==> config.mk <==
export PLATFORM = sky130hd
export DESIGN_NAME = rsr_reset_ctrl
export DESIGN_NICKNAME = d
export VERILOG_FILES = /design/src/hdl/rsr_pkg.sv /design/src/hdl/rsr_reset_ctrl.sv
export SDC_FILE = /design/constraint.sdc
export NUM_CORES = 1
export LEC_CHECK = 0
export ABC_AREA = 1
export BUFFER_PORTS_ARGS = -buffer_cell sky130_fd_sc_hd__buf_2
export CAP_MARGIN = 20
export CORE_ASPECT_RATIO = 1.75
export CORE_MARGIN = 3
export CORE_UTILIZATION = 57
export DETAILED_ROUTE_END_ITERATION = 10
export PLACE_DENSITY = 0.95
export SLEW_MARGIN = 20
export SYNTH_ARGS = -nofsm -noshare
export SYNTH_HDL_FRONTEND = slang
export SYNTH_SLANG_ARGS = --single-unit
export TNS_END_PERCENT = 100
==> constraint.sdc <==
create_clock -name clk -period 5.4 [get_ports clk]
set_clock_uncertainty 0.1 [all_clocks]
set_input_delay 0.81 -clock clk [delete_from_list [all_inputs] [get_ports clk]]
set_output_delay 0.81 -clock clk [all_outputs]
set_load 0.01 [all_outputs]
==> src/hdl/rsr_pkg.sv <==
// Package for the reset and stop-recovery controller.
// Assumes a single 20 MHz clock domain and a synchronous reset.
package rsr_pkg;
  localparam int unsigned CLK_MHZ = 20;
  localparam int unsigned OSC_CYCLES = 50;
  localparam int unsigned SYS_CYCLES = 16;
  localparam int unsigned HOLD_MIN_OSC = 66;
  localparam int unsigned PIN_FILT_CYCLES = 4;
  localparam logic [6:0] CNT_W_ZERO = 7'h00;
  localparam logic [6:0] OSC_LAST = 7'(OSC_CYCLES - 1);
  localparam logic [6:0] SYS_LAST = 7'(SYS_CYCLES - 1);
  localparam logic [6:0] HOLD_LAST = 7'(HOLD_MIN_OSC - 1);
  localparam logic [2:0] FILT_LAST = 3'(PIN_FILT_CYCLES - 1);
  localparam logic [31:0] RESET_VECTOR_ADDR = 32'h0000_0004;
  localparam int unsigned GPIO_W = 16;
  localparam int unsigned PWM_W = 6;

  // Cause flags, bit order power_on, stop, watchdog, pin, fault, software
  typedef struct packed {
    logic power_on;
    logic stop;
    logic watchdog;
    logic external_pin;
    logic fault;
    logic software;
  } rsr_cause_type;
  localparam rsr_cause_type CAUSE_RESET = '{1'b1, 1'b0, 1'b0, 1'b0,
                                            1'b0, 1'b0};

  typedef struct packed {
    logic power_on;
    logic brownout;
    logic watchdog_timeout;
    logic pin_low;
    logic debug_req;
    logic fault;
    logic sw_req;
    logic sw_from_debug;
    logic gpio_wake;
  } rsr_req_type;

  typedef enum logic [4:0] {
    ST_RUN    = 5'h01,
    ST_HOLD   = 5'h02,
    ST_OSC    = 5'h04,
    ST_SYS    = 5'h08,
    ST_PINWT  = 5'h10
  } rsr_state_type;

  typedef struct packed {
    rsr_state_type state;
    logic [6:0] cnt;
    logic [6:0] total;
    logic [2:0] filt;
    logic [1:0] pin_s1;
    logic [1:0] pin_s2;
    logic [GPIO_W-1:0] gpio_s1;
    logic [GPIO_W-1:0] gpio_s2;
    logic [GPIO_W-1:0] gpio_prev;
    logic [8:0] req_s1;
    logic [8:0] req_s2;
    logic stop_rec;
    logic keep_debug;
    logic pwm_hiz;
    rsr_cause_type cause;
  } rsr_regs_type;
endpackage

==> src/hdl/rsr_reset_ctrl.sv <==
// Reset and stop-mode recovery controller: gathers reset requests,
// sequences release, drives the open-drain reset pin, records causes.
// Assumes asynchronous request levels and pins, one 20 MHz clock that
// stands in for both oscillator and system clock.
//
// What this block does
// - Any listed request starts a full system reset
// - Stop mode wakes on watchdog or GPIO edge
// - System reset holds at least 66 oscillator cycles
// - Reset start makes GPIO inputs, pull-ups off
// - PWM high-Z first, then programmed off-state
// - Count 50 oscillator then 16 system cycles
// - CPU and peripherals inactive, oscillators keep running
// - Control registers load defined reset values
// - CPU fetches reset vector at 0004H after release
// - Power-on or brownout outranks every other source
// - Power-on cause flag set after power-on reset
// - Brownout holds reset, then full power-on sequence
// - Option bit selects brownout detection in stop
// - Watchdog reset when select bit set, flag set
// - Pin must stay low four cycles, filtered
// - Held pin releases 16 cycles after deassertion
// - Early pin release: device drives pin low
// - Open-drain pin low until latency elapses
// - Pin filter bypassed in stop mode
// - External-pin cause flag set after pin reset
// - Software bit starts reset, spares debug unit only if from debug
// - Each event records only its own cause; a debug request records none
// - Stop recovery sets stop, plus watchdog flag on watchdog wake
// - Fault reset sets fault cause flag
`timescale 1ns/1ns
module rsr_reset_ctrl
  import rsr_pkg::*;
(
  input wire logic clk,
  input wire logic srst,
  input wire logic power_on_low,
  input wire logic brownout_detector,
  input wire logic watchdog_timeout,
  input wire logic debug_reset_req,
  input wire logic fault_detect,
  input wire logic user_rst_wr,
  input wire logic user_rst_from_debug,
  input wire logic stop_mode,
  input wire logic watchdog_reset_select,
  input wire logic brownout_in_stop_enable,
  input wire logic [rsr_pkg::GPIO_W-1:0] gpio_pin,
  input wire logic [rsr_pkg::GPIO_W-1:0] gpio_wake_enable,
  input wire logic [rsr_pkg::PWM_W-1:0] pwm_off_state,
  input wire logic reset_pin_in,
  output logic reset_pin_out,
  output logic reset_pin_oe,
  output logic cpu_reset,
  output logic periph_reset,
  output logic debug_reset,
  output logic sys_clk_enable,
  output logic option_load,
  output logic osc_run,
  output logic gpio_force_input,
  output logic gpio_pullup_off,
  output logic pwm_hiz,
  output logic pwm_force_off,
  output logic [rsr_pkg::PWM_W-1:0] pwm_off_value,
  output logic [31:0] reset_vector_addr,
  output logic [5:0] reset_cause_reg
);
  import rsr_pkg::*;

  rsr_regs_type r_r;
  rsr_regs_type r_nxt;

  rsr_req_type req;
  logic pin_low;
  logic bo_active;
  logic por_bo;
  logic sys_req;
  logic wake_req;
  logic gpio_edge;
  logic in_reset;
  logic pin_filtered;

  function automatic rsr_cause_type one_cause(input int unsigned idx);
    rsr_cause_type c;
    c = '0;
    case (idx)
      0: c.power_on = 1'b1;
      1: c.external_pin = 1'b1;
      2: c.watchdog = 1'b1;
      3: c.fault = 1'b1;
      default: c.software = 1'b1;
    endcase
    return c;
  endfunction

  always_comb begin
    // Synchronised request view
    req = rsr_req_type'(r_r.req_s2);
    pin_low = r_r.pin_s2[0];
    bo_active = req.brownout && (!stop_mode || brownout_in_stop_enable);
    por_bo = req.power_on || bo_active;
    gpio_edge = |((r_r.gpio_s2 ^ r_r.gpio_prev) & gpio_wake_enable);
    // Four sampled low cycles in a row, or any low level in stop
    pin_filtered = pin_low
      && (stop_mode || r_r.filt == FILT_LAST);
    sys_req = por_bo || pin_filtered || req.debug_req || req.fault
      || req.sw_req
      || (req.watchdog_timeout && watchdog_reset_select && !stop_mode);
    wake_req = stop_mode && (req.watchdog_timeout || gpio_edge);
    in_reset = (r_r.state != ST_RUN);

    r_nxt = r_r;
    r_nxt.req_s1 = {power_on_low, brownout_detector, watchdog_timeout,
                    !reset_pin_in, debug_reset_req, fault_detect,
                    user_rst_wr, user_rst_from_debug, 1'b0};
    r_nxt.req_s2 = r_r.req_s1;
    r_nxt.pin_s1 = {1'b0, !reset_pin_in};
    r_nxt.pin_s2 = r_r.pin_s1;
    r_nxt.gpio_s1 = gpio_pin;
    r_nxt.gpio_s2 = r_r.gpio_s1;
    r_nxt.gpio_prev = r_r.gpio_s2;
    if (pin_low && r_r.filt != FILT_LAST) begin
      r_nxt.filt = r_r.filt + 3'h1;
    end else if (!pin_low) begin
      r_nxt.filt = 3'h0;
    end
    if (r_r.total != HOLD_LAST) begin
      r_nxt.total = r_r.total + 7'h01;
    end

    if (por_bo) begin
      // Brownout or power-on pins the sequence at its start
      r_nxt.state = ST_HOLD;
      r_nxt.cnt = CNT_W_ZERO;
      r_nxt.total = CNT_W_ZERO;
      r_nxt.stop_rec = 1'b0;
      r_nxt.keep_debug = 1'b0;
      r_nxt.pwm_hiz = 1'b1;
      r_nxt.cause = one_cause(0);
    end else if (!in_reset && (sys_req || wake_req)) begin
      r_nxt.state = ST_OSC;
      r_nxt.cnt = CNT_W_ZERO;
      r_nxt.total = CNT_W_ZERO;
      r_nxt.stop_rec = !sys_req;
      r_nxt.keep_debug = req.sw_req && req.sw_from_debug;
      r_nxt.pwm_hiz = sys_req;
      r_nxt.cause = '0;
      if (!sys_req) begin
        r_nxt.cause.stop = 1'b1;
        r_nxt.cause.watchdog = req.watchdog_timeout;
      end else if (pin_filtered) begin
        r_nxt.cause = one_cause(1);
      end else if (req.watchdog_timeout) begin
        r_nxt.cause = one_cause(2);
      end else if (req.fault) begin
        r_nxt.cause = one_cause(3);
      end else if (req.sw_req) begin
        r_nxt.cause = one_cause(4);
      end
    end else begin
      unique case (r_r.state)
        ST_RUN: begin
        end
        ST_HOLD: begin
          r_nxt.state = ST_OSC;
        end
        ST_OSC: begin
          r_nxt.cnt = r_r.cnt + 7'h01;
          if (r_r.cnt == OSC_LAST) begin
            r_nxt.state = ST_SYS;
            r_nxt.cnt = CNT_W_ZERO;
            r_nxt.pwm_hiz = 1'b0;
          end
        end
        ST_SYS: begin
          // Own drive reads back as low, so the pin is only judged
          // after the time-out, once the drive has been let go
          r_nxt.cnt = r_r.cnt + 7'h01;
          if (r_r.cnt >= SYS_LAST && r_r.total == HOLD_LAST) begin
            r_nxt.state = ST_PINWT;
            r_nxt.cnt = CNT_W_ZERO;
          end
        end
        ST_PINWT: begin
          // Pin still held: restart the trailing 16-cycle count
          r_nxt.cnt = pin_low ? CNT_W_ZERO : r_r.cnt + 7'h01;
          if (!pin_low && r_r.cnt == SYS_LAST) begin
            r_nxt.state = ST_RUN;
          end
        end
      endcase
    end
  end

  always_ff @(posedge clk) begin
    if (srst) begin
      r_r <= '{state: ST_HOLD, cnt: CNT_W_ZERO, total: CNT_W_ZERO,
               filt: 3'h0, pin_s1: 2'h0, pin_s2: 2'h0, gpio_s1: '0,
               gpio_s2: '0, gpio_prev: '0, req_s1: 9'h000,
               req_s2: 9'h000, stop_rec: 1'b0, keep_debug: 1'b0,
               pwm_hiz: 1'b1, cause: CAUSE_RESET};
    end else begin
      r_r <= r_nxt;
    end
  end

  always_comb begin
    // Drive pin low through reset except in ST_PINWT; open drain, never high
    reset_pin_out = 1'b0;
    reset_pin_oe = in_reset && r_r.state != ST_PINWT;
    cpu_reset = in_reset;
    periph_reset = in_reset && !r_r.stop_rec;
    debug_reset = in_reset && !r_r.stop_rec && !r_r.keep_debug;
    sys_clk_enable = !(r_r.state inside {ST_HOLD, ST_OSC});
    option_load = (r_r.state == ST_OSC);
    osc_run = 1'b1;
    gpio_force_input = in_reset && !r_r.stop_rec;
    gpio_pullup_off = in_reset && !r_r.stop_rec;
    pwm_hiz = r_r.pwm_hiz;
    pwm_force_off = in_reset && !r_r.stop_rec && !r_r.pwm_hiz;
    pwm_off_value = pwm_off_state;
    reset_vector_addr = RESET_VECTOR_ADDR;
    reset_cause_reg = r_r.cause;
  end
endmodule // rsr_reset_ctrl

Word-level counts from Yosys, hierarchy flattened --
Cells that the tools add are included.
Word-level totals: register bits after elaboration 99, bits in latches 0, bits in writable memories 0, memory bits (read-only) 0, input bits 51, word-level logic and storage cells 111, memories 0
Cells by class: $add $sub $neg 3, multiply operators 0, divide/modulo/power cells 0, magnitude comparators 1, equal/unequal tests 19, shifts and indexed selects 0, mux-type cells 19, bitwise logic cells 2, reductions and logical operators 45
Operators by type and width (count):
- 12-bit two-way mux | 3
- 7-bit case mux with 3 select lines | 1
- 5-bit case mux with 4 select lines | 1
- 6-bit two-way mux | 3
- 16-bit AND | 1
- 16-bit OR reduction | 1
- 16-bit XOR | 1
- 7-bit by 1-bit adder with 7-bit output, second input constant | 2
- 1-bit logical AND | 14
- 1-bit logical OR | 10
- 1-bit zero test | 9
- 3-bit two-way mux | 3
- 4-bit AND reduction | 2
- 7-bit by 4-bit equality test with 1-bit output, second input constant | 1
- 7-bit by 6-bit equality test with 1-bit output, second input constant | 1
- 7-bit equality test, second input constant | 1
- 7-bit by 4-bit greater-or-equal comparator with 1-bit output, second input constant | 1
- 7-bit two-way mux | 1
- 7-bit != test, second input constant | 1
- 3-bit != test, second input constant | 2
- 2-bit nonzero test | 3
- 5-bit by 2-bit equality test with 1-bit output, second input constant | 1
- 5-bit by 3-bit equality test with 1-bit output, second input constant | 1
- 5-bit by 4-bit equality test with 1-bit output, second input constant | 1
- 18 further kinds | 24

Depth between registers and ports, before layout --
Gate-level depths: netlist (run 1).
depth in word-level cells 13, gate-level depth with buffers 13

Least setup slack after synthesis (run 1) --
OpenSTA, ideal clock, no wires.
path kind input port to flip-flop, start input port stop_mode, end register r_r[87] (netlist bit), setup time 0.073 ns, arrival 1.892 ns, data required time 5.227 ns, setup slack 3.335 ns, cell stages on the path 10, path buffers 1, cell sequence inv_2 -> or2_1 -> a21oi_2 -> inv_2 -> nor2_8 -> inv_2 -> a21oi_4 -> nand2_2 -> buf_6 -> nor3_2
Between the ends: longest elaborated chain between the ends 12
Ends and longest elaborated chain:
- start: declaration | RTL line rsr_reset_ctrl.sv:44 | input wire logic stop_mode,
- 1-bit zero test | RTL line rsr_reset_ctrl.sv:99, rsr_reset_ctrl.sv:107
- 1-bit logical OR | RTL line rsr_reset_ctrl.sv:99 | bo_active = req.brownout && (!stop_mode || brownout_in_stop_enable);
- 1-bit logical AND | RTL line rsr_reset_ctrl.sv:99
- 1-bit logical OR | RTL line rsr_reset_ctrl.sv:100 | por_bo = req.power_on || bo_active;
- 1-bit logical OR (3 in series) | RTL line rsr_reset_ctrl.sv:105 | sys_req = por_bo || pin_filtered || req.debug_req || req.fault
- 1-bit logical OR | RTL line rsr_reset_ctrl.sv:106 | || req.sw_req
- 1-bit logical OR | RTL line rsr_reset_ctrl.sv:107 | || (req.watchdog_timeout && watchdog_reset_select && !stop_mode);
- 1-bit logical OR | RTL line rsr_reset_ctrl.sv:139 | end else if (!in_reset && (sys_req || wake_req)) begin
- 1-bit logical AND | RTL line rsr_reset_ctrl.sv:139
- 3-bit OR reduction (no source line) *
- end signal: assignment | RTL line rsr_reset_ctrl.sv:196 | r_r <= '{state: ST_HOLD, cnt: CNT_W_ZERO, total: CNT_W_ZERO,
- end signal: assignment | RTL line rsr_reset_ctrl.sv:202 | r_r <= r_nxt;
- end: declaration | RTL line rsr_reset_ctrl.sv:69 | rsr_regs_type r_r;
Mark *: on every way between the ends. The rest lies on a longest branch, timed or not. A chain may end at the register's enable or synchronous reset.

Final worst setup path (run 1) --
start register r_r[98] (netlist bit), end output port debug_reset
Between the ends: longest elaborated chain between the ends 3
Ends and longest elaborated chain:
- 5-bit by 1-bit != test with 1-bit output | RTL line rsr_reset_ctrl.sv:109 | in_reset = (r_r.state != ST_RUN);
- 1-bit logical AND (2 in series) | RTL line rsr_reset_ctrl.sv:212 | debug_reset = in_reset && !r_r.stop_rec && !r_r.keep_debug;
- end: declaration | RTL line rsr_reset_ctrl.sv:55 | output logic debug_reset,
Every way passes these cells.

==> impl_metrics.ini, run 1 <==
[layout]
mostFrequentLayoutCells = inv_1 (107), nor2_1 (102), dfxtp_1 (94)
area_delta_synth_final_pct = 9.985
final_common_cell = inv_1
final_nets = 655
final_util = 0.6525
stdcell_area_mm2 = 0.004507
fillers = 580
seqCellArea_mm2 = 0.001882
multi_input_area_mm2 = 0.001521
drive_gt1_frac = 0.1791
antenna_cells = 0

[worst_setup_path]
crit_cells = 7
reg2reg_depth = 8
endpoint = debug_reset
r2r-start = r_r[79]
cp-startpoint = r_r[98]
worstSetupPathType = reg -> out
cpMostUsedCell = nor2_1
timing.rr.end = r_r[85]
cpPeakStageDelay_ns = 0.36
cp-start-kind = flop
reg2reg_slack_ns = 3.09
path_cells = nor2_2 > nand2_1 > nor3_4 > nor2_1 > inv_1 > nor2_1 > buf_2
critical_path.top_delay_family = simple AND/OR/NAND/NOR gates
cp_data_arrival_time_ns = 1.66
worst_ep_required_time_ns = 4.49
critPathBufInv = 2
worstPathMaxFanout = 5
cp_slowest_cell = dfxtp_1
cp-end-kind = output port

[clock_tree]
cts_sinks = 94
path_clk_slew_ns = 0.07
ctsResizeCount = 0
clock_path_buffers = 2
clock_latency_ns = 0.34
cts.htree.levels = 3
root_buffer = clkbuf_16
cts_tree = yes
cts-hold-fix-buffers = 0
postCtsSetupRepairBufs = 0
numCtsBuffers = 9

[global_routing]
busiest_layer = met2
gr-usage-met3 = 0.02383
grt_max_degree = 70
grt_pass1_vias = 3008
grt_usage = 0.1824
antenna_found_initial = 0
gr-total-overflow = 0
grt_pass1_wl_um = 12200
met2_usage = 0.3211
use_met1 = 0.1911

[routing]
routedWlPerCell_um = 10.53
ant_nets = 0
wl_um = 7234
viasPerCell = 4.662
drc = 0
drtPass1Iterations = 4
drt-initial-drc-count = 122
vias = 3203

[pwr]
powerDensity_mw_per_mm2 = 318.4
ir_worst_vdd_v = 0.0002172
leakagePower_nw = 2.221
finalPower_w = 0.001435

[floorplanning]
die_height_um = 118.2
start_util = 0.5933
io_pins = 107
dieArea_mm2 = 0.008283
num_rows = 40
dieWidth_um = 70.10
core_mm2 = 0.006907

[sta]
fmax_mhz = 389.8
period_share = 0.4751
setup-violations-final = 0
period_minus_slack_ns = 2.566
slew_viol_final = 0
max_slew.worst_pin.slew_ns = 0.6813
setup_tns_ns = 0
rsz0062_at_grt = no
hold_violations = 0
max-slew-margin-rel = 0.5458

[synth]
syn_avg_cell_area_um2 = 7.437
synth_edf_count = 0
synth_ff_type = dfxtp_1
synthArstFlopShare = 0
synth.distinct_cells = 32
synth.ff_latch_count = 94
yosys.area.top_type = dfxtp_1
synth_warnings = 0
synth_top_cell_area_share = 0.4592
ys_seq_area_frac = 0.4592
synthTopCellsByArea = dfxtp_1 (46%), inv_1 (9.8%), nor2_1 (9.3%)
synth_area_mm2 = 0.004098
syn_inst = 551

[min_path]
hold_path.class = reg -> reg

[placement]
placed_cell_area_mm2 = 0.004229
port_buffers = 60
gp_congestion = 0.8492
dp_hpwl_um = 5507

[job]
maxCapViolCount = 0

[run_status]
status = finished, final reports clean
## stage by stage
step / setup slack, ns / hold WS (ns) / std cells
floorplan: 3.335 / 0.2883 / 583
global placement: 3.004 / 0.2895 / 671
detailed placement: 2.909 / 0.2962 / 671
CTS: 2.835 / 0.3002 / 687
global route: 2.733 / 0.3119 / 687
finish: 2.834 / 0.2973 / 687
## routing by layer
| metal | wire, um | vias to the layer above |
|---|---|---|
| met5 | 0 | - |
| met4 | 299 | 0 |
| met3 | 424 | 31 |
| met2 | 3792 | 108 |
| met1 | 2718 | 1420 |
| li1 | - | 1644 |
## where the power goes
part	total, W	switching [W]	internal (W)
Combinational	0.000115	0.0000728	0.0000425
Clock	0.000587	0.000270	0.000317
Sequential	0.000733	0.0000145	0.000718
Total	0.00144	0.000357	0.00108
## area by class of cell
type / instances / share of cell area
repair buffers: 61 / 0.06830
clock inverters: 7 / 0.01166
well taps: 84 / 0.02332
clock buffers: 9 / 0.04997
multi-input cells: 322 / 0.3376
inverters: 110 / 0.09162
flip-flops and latches: 94 / 0.4175
## cell usage after synthesis, types with 2 or more instances
| cell | number |
|---|---|
| inv_1 | 107 |
| nor2_1 | 102 |
| dfxtp_1 | 94 |
| nand2_1 | 85 |
| buf_4 | 48 |
| nand3_1 | 32 |
| or2_2 | 9 |
| a21oi_2 | 8 |
| a21oi_1 | 7 |
| o21ai_0 | 7 |
| ha_1 | 6 |
| buf_1 | 5 |
| nand4_1 | 5 |
| nor3_1 | 4 |
| xor2_1 | 4 |
| clkbuf_1 | 3 |
| inv_2 | 3 |
| nand2_2 | 3 |
| nor2_2 | 3 |
| conb_1 | 2 |
| nand3b_1 | 2 |
| nor3_4 | 2 |
## tightest hold or removal path: cells and delay by family (launching register included)
kind | cells | cell delay [ns]
flops | 1 | 0.30
buf+inv | 1 | 0.04
simple gates | 1 | 0.03
## how the worst min path moves through the flow
stage	from	endpoint	cells after the start
after floorplan	r_nxt[43]	r_nxt[27]	2
after global routing	r_nxt[49]	r_nxt[33]	2
after global placement	r_nxt[55]	r_nxt[39]	2
final	r_nxt[15]	req[6]	2
after detailed placement	r_nxt[44]	r_nxt[28]	2
after CTS	r_nxt[17]	req[8]	2
## cell families after synthesis
family | after synthesis | synth area share
simple gates | 253 | 0.2711
fa+ha+maj | 6 | 0.01832
flops | 94 | 0.4592
compound gates | 24 | 0.04000
buf+inv | 167 | 0.1988
xor+xnor | 5 | 0.01069
other cells | 2 | 0.001833
Note: power is estimated with default switching activity, not from simulation.
==> inputs of run 2 (changes only) <==
--- a/config.mk
+++ b/config.mk
@@ -10,9 +10,9 @@
 export CAP_MARGIN = 20
 export CORE_ASPECT_RATIO = 1.75
 export CORE_MARGIN = 3
-export CORE_UTILIZATION = 57
+export CORE_UTILIZATION = 53
 export DETAILED_ROUTE_END_ITERATION = 10
-export PLACE_DENSITY = 0.95
+export PLACE_DENSITY = 0.91
 export SLEW_MARGIN = 20
 export SYNTH_ARGS = -nofsm -noshare
 export SYNTH_HDL_FRONTEND = slang
==> constraint.sdc (replaced) <==
create_clock -name clk -period 2.62 [get_ports clk]
set_clock_uncertainty 0.1 [all_clocks]
set_input_delay 0.393 -clock clk [delete_from_list [all_inputs] [get_ports clk]]
set_output_delay 0.393 -clock clk [all_outputs]
set_load 0.01 [all_outputs]
==> run 2 against run 1 <==
Via count down 0.75%. Sequential cell count unchanged. Design area up 0.75%. Critical path type is now reg -> reg. Largest cell class unchanged. Largest power group unchanged. Highest routed layer unchanged.
==> impl_metrics.ini, run 2 (synthesized netlist as in run 1, its figures left out) <==
[run_status]
status = finished, final reports clean

[worst_setup_path]
critPathBufInv = 0
worstSetupPathType = reg -> reg
worst_ep_required_time_ns = 2.78
cpMostUsedCell = ha_1
cp_data_arrival_time_ns = 2.37
cp-end-kind = flop
worstPathMaxFanout = 12
cp_slowest_cell = dfxtp_1
cp-start-kind = flop
critical_path.top_delay_family = simple AND/OR/NAND/NOR gates
path_cells = ha_1 > ha_1 > o21ai_0 > and3_1 > nand2_1 > a21oi_4 > nand2_2 > nor3b_1
cpPeakStageDelay_ns = 0.33

[sta]
max_slew.worst_pin.slew_ns = 0.5315
period_minus_slack_ns = 2.208
max-slew-margin-rel = 0.6457
period_share = 0.8427
slew_viol_final = 0
hold_violations = 0
whs_ns = 0.1052
rsz0062_at_grt = no
setup_tns_ns = 0
fin_ws_ns = 0.4122
setup-violations-final = 0
fmax_mhz = 452.9

[routing]
wl_um = 7376
drtPass1Iterations = 4
ant_nets = 0
routedWlPerCell_um = 10.71
drc = 0
drt-initial-drc-count = 133
viasPerCell = 4.614
vias = 3179

[placement]
gp_congestion = 0.9265
dp_hpwl_um = 5724
port_buffers = 60
post-place-ws_ns = 0.4309

[global_routing]
antenna_found_initial = 0
gr-usage-met3 = 0.04590
use_met1 = 0.1712
grt_pass1_wl_um = 12250
grt_max_degree = 58
busiest_layer = met2
grt_usage = 0.1778
met2_usage = 0.3396
grt_pass1_vias = 2991
gr-total-overflow = 0

[layout]
multi_input_area_mm2 = 0.001521
seqCellArea_mm2 = 0.001882
mostFrequentLayoutCells = inv_1 (107), nor2_1 (102), dfxtp_1 (94)
area_delta_synth_final_pct = 10.81
drive_gt1_frac = 0.1791
antenna_cells = 0
final_common_cell = inv_1
final_nets = 655
fillers = 669

[clock_tree]
root_buffer = clkbuf_16
postCtsSetupRepairBufs = 0
cts-hold-fix-buffers = 0
cts_sinks = 94
ctsResizeCount = 0
numCtsBuffers = 9
path_clk_slew_ns = 0.06
cts.htree.levels = 3
cts_tree = yes
clock_path_buffers = 2
clock_latency_ns = 0.33

[floorplanning]
dieWidth_um = 72.47
num_rows = 41
dieArea_mm2 = 0.008864
start_util = 0.5547
io_pins = 107
core_mm2 = 0.007387
die_height_um = 122.3

[pwr]
leakagePower_nw = 2.231
powerDensity_mw_per_mm2 = 672.3
ir_worst_vdd_v = 0.0004650
finalPower_w = 0.003052

[job]
maxCapViolCount = 0

[min_path]
hold_path.class = in -> reg
[run 2: changes by cell type in the layout (fill, tap and decap cells not counted), sizes merged]
cell      before  now
bufinv         0    1
clkinvlp       0    1
clkinv         3    2
inv          114  111
clkbuf         9   11
[run 2: metal layers]
| layer | up-vias | routed length [um] |
|---|---|---|
| met5 | - | 0 |
| met4 | 0 | 118 |
| met3 | 10 | 457 |
| met2 | 102 | 4114 |
| met1 | 1418 | 2686 |
| li1 | 1649 | - |
[run 2: worst reg2reg max path, cell delays in order, from the launching register on]
cell and delay (ns):
dfxtp_1 0.33, ha_1 0.20, ha_1 0.20, o21ai_0 0.32, and3_1 0.22, nand2_1 0.10
a21oi_4 0.21, nand2_2 0.24, nor3b_1 0.23
[run 2: final cells by class]
| type | instances | area share |
|---|---|---|
| Inverter | 110 | 0.09093 |
| Sequential cell | 94 | 0.4144 |
| Timing Repair Buffer | 61 | 0.06779 |
| Multi-Input combinational cell | 322 | 0.3351 |
| Tap cell | 86 | 0.02370 |
| Clock inverter | 5 | 0.01240 |
| Clock buffer | 11 | 0.05566 |
[run 2: path summary, 6_finish.rpt]
| check | start | end | slack (ns) | depth (start not counted) |
|---|---|---|---|---|
| setup reg to reg | r_r[79] | r_r[85] | 0.41 | 8 |
| hold / removal | reset_pin_in | r_nxt[14] | 0.11 | 2 |
| hold reg to reg | r_nxt[14] | req[5] | 0.30 | 2 |
| setup / recovery | r_r[79] | r_r[85] | 0.41 | 8 |
[run 2: power breakdown]
group,internal (W),leakage [nW],total (W),switching (W)
Combinational,0.0000872,1.31,0.000240,0.000152
Clock,0.000791,0.152,0.00130,0.000512
Sequential,0.00148,0.770,0.00151,0.0000293
Total,0.00236,2.23,0.00305,0.000694
[run 2: through the flow]
stage | instance area (um2) | utilization | std cells
4_1_cts | 4541 | 0.6147 | 689
3_5_place_dp | 4232 | 0.5728 | 673
5_1_grt | 4541 | 0.6147 | 689
2_1_floorplan | 4218 | - | 583
6_report | 4541 | 0.6147 | 689
3_3_place_gp | 4232 | 0.5728 | 673
==> inputs of run 3 (changes only) <==
--- a/config.mk
+++ b/config.mk
@@ -10,9 +10,9 @@
 export CAP_MARGIN = 20
 export CORE_ASPECT_RATIO = 1.75
 export CORE_MARGIN = 3
-export CORE_UTILIZATION = 53
+export CORE_UTILIZATION = 47
 export DETAILED_ROUTE_END_ITERATION = 10
-export PLACE_DENSITY = 0.91
+export PLACE_DENSITY = 0.86
 export SLEW_MARGIN = 20
 export SYNTH_ARGS = -nofsm -noshare
 export SYNTH_HDL_FRONTEND = slang
==> constraint.sdc (replaced) <==
create_clock -name clk -period 1.8 [get_ports clk]
set_clock_uncertainty 0.1 [all_clocks]
set_input_delay 0.27 -clock clk [delete_from_list [all_inputs] [get_ports clk]]
set_output_delay 0.27 -clock clk [all_outputs]
set_load 0.01 [all_outputs]
==> run 3 against run 2 <==
The flow now finishes with violations (setup timing). Non-clock buffer count increased by 36. Die area grew 12%. Sequential share of layout area down 4.2 points. Cell count is 9.6% higher. Clock power rose by 58%. Utilization is 0.39 points lower. Design area grew 13%. Via count grew 6.8%. Global-route usage is 0.66 points lower. Routed wire length increased by 18%. First-iteration DRC count grew 49%.
==> impl_metrics.ini, run 3 (synthesized netlist as in run 1, its figures left out) <==
[pwr]
powerDensity_mw_per_mm2 = 919.4
leakagePower_nw = 2.460
ir_worst_vdd_v = 0.0006147

[floorplanning]
io_pins = 107
dieArea_mm2 = 0.009919
num_rows = 44
start_util = 0.4897
dieWidth_um = 76.59
die_height_um = 129.5
core_mm2 = 0.008368

[sta]
period_minus_slack_ns = 1.846
max_slew.worst_pin.slew_ns = 0.5078
rsz0062_at_grt = yes
hold_violations = 0
whs_ns = 0.02560
period_share = 1.026
setup-violations-final = 7
fin_ws_ns = -0.04634
setup_tns_ns = -0.2324
fmax_mhz = 541.6
slew_viol_final = 0
max-slew-margin-rel = 0.6615

[placement]
gp_congestion = 0.9154
dp_hpwl_um = 6126
port_buffers = 60

[worst_setup_path]
worstSetupPathType = reg -> out
reg2reg_depth = 12
worstPathMaxFanout = 3
cp_data_arrival_time_ns = 1.48
worst_ep_required_time_ns = 1.43
cp-end-kind = output port
cp-start-kind = flop

[min_path]
min_path_cells = 3
hold_path.class = in -> reg

[clock_tree]
clock_latency_ns = 0.34
path_clk_slew_ns = 0.06
cts_sinks = 94
numCtsBuffers = 9
clock_path_buffers = 2
cts.htree.levels = 3
root_buffer = clkbuf_16
cts_tree = yes

[global_routing]
antenna_found_initial = 0
grt_pass1_vias = 3114
grt_pass1_wl_um = 13260
grt_usage = 0.1712
grt_max_degree = 55
gr-total-overflow = 0

[layout]
antenna_cells = 0
seqCellArea_mm2 = 0.001904
area_delta_synth_final_pct = 24.73
final_nets = 692
mostFrequentLayoutCells = inv_1 (102), nor2_1 (90), dfxtp_1 (84)
fillers = 696
final_common_cell = inv_1
drive_gt1_frac = 0.2938
multi_input_area_mm2 = 0.001695

[routing]
drtPass1Iterations = 4
vias = 3394
viasPerCell = 4.495
routedWlPerCell_um = 11.54
ant_nets = 0
drt-initial-drc-count = 198
wl_um = 8710
drc = 0

[run_status]
failed_checks = setup timing
status = complete, but fails checks

[job]
maxCapViolCount = 0
run 3: changes by cell type in the layout (fill, tap and decap cells not counted), moves of 5 or more:
cell     previous run  this run
inv_1             107       102
nand2_2             3         9
buf_4               1        31
nor2_4              0         6
nor2_2              3         9
buf_6               0         8
nand2_1            85        76
dfxtp_1            94        84
dfxtp_2             0         6
nor2_1            102        90
run 3: area by class of cell:
type | count | area share
Tap cell | 115 | 0.02815
Sequential cell | 94 | 0.3726
Clock buffer | 11 | 0.04945
Clock inverter | 5 | 0.01591
Multi-Input combinational cell | 323 | 0.3317
Timing Repair Buffer | 97 | 0.1209
Inverter | 110 | 0.08127
run 3: per-layer routing:
| metal | wire (um) | up-vias | track usage | share of wire |
|---|---|---|---|---|
| li1 | - | 1716 | - | - |
| met1 | 3061 | 1517 | 0.1647 | 0.35 |
| met2 | 4803 | 131 | 0.3240 | 0.55 |
| met3 | 492 | 30 | 0.04172 | 0.056 |
| met4 | 353 | 0 | 0.1078 | 0.041 |
| met5 | 0 | - | 0 | 0 |
run 3: worst paths after layout:
kind	slack [ns]	end	from
worst min register to register	0.30	r_nxt[34]	r_nxt[50]
worst max register to register	0.03	r_r[98]	r_r[89]
worst min-delay path	0.03	r_nxt[58]	gpio_pin[15]
worst max-delay path	-0.05	gpio_force_input	r_r[98]
run 3: per-stage QoR:
stage	util	instances	setup WS, ns	power [W]	instance area, um2
2_1_floorplan	-	583	0.03450	0.002552	4222
3_3_place_gp	0.5266	720	0.01956	0.002594	4407
3_5_place_dp	0.5266	720	-0.05154	0.002612	4407
4_1_cts	0.5905	749	-0.07987	0.004689	4941
5_1_grt	0.6108	755	-0.1035	0.004879	5111
6_report	0.6108	755	-0.04634	0.004699	5111
run 3: where the power goes:
group | internal (W) | switching, W | total [W]
Clock | 0.00129 | 0.000764 | 0.00205
Combinational | 0.000187 | 0.000260 | 0.000448
Sequential | 0.00215 | 0.0000420 | 0.00220
run 3: critical path, stage by stage, from the launching register on:
cell and delay [ns]:
dfxtp_4 0.36, nor2_4 0.13, nand2_2 0.07, nor3_4 0.24, nor2_2 0.07, buf_4 0.14, buf_2 0.13
run 3: repair_timing:
action                                  CTS  global route
endpoints found under the hold margin     1             0
setup buffers                            11             7
pin swaps                                10            18
hold buffers                              1             0
gates resized for setup                  30            44
cloned                                    1             0
endpoints found under the setup margin   25            35
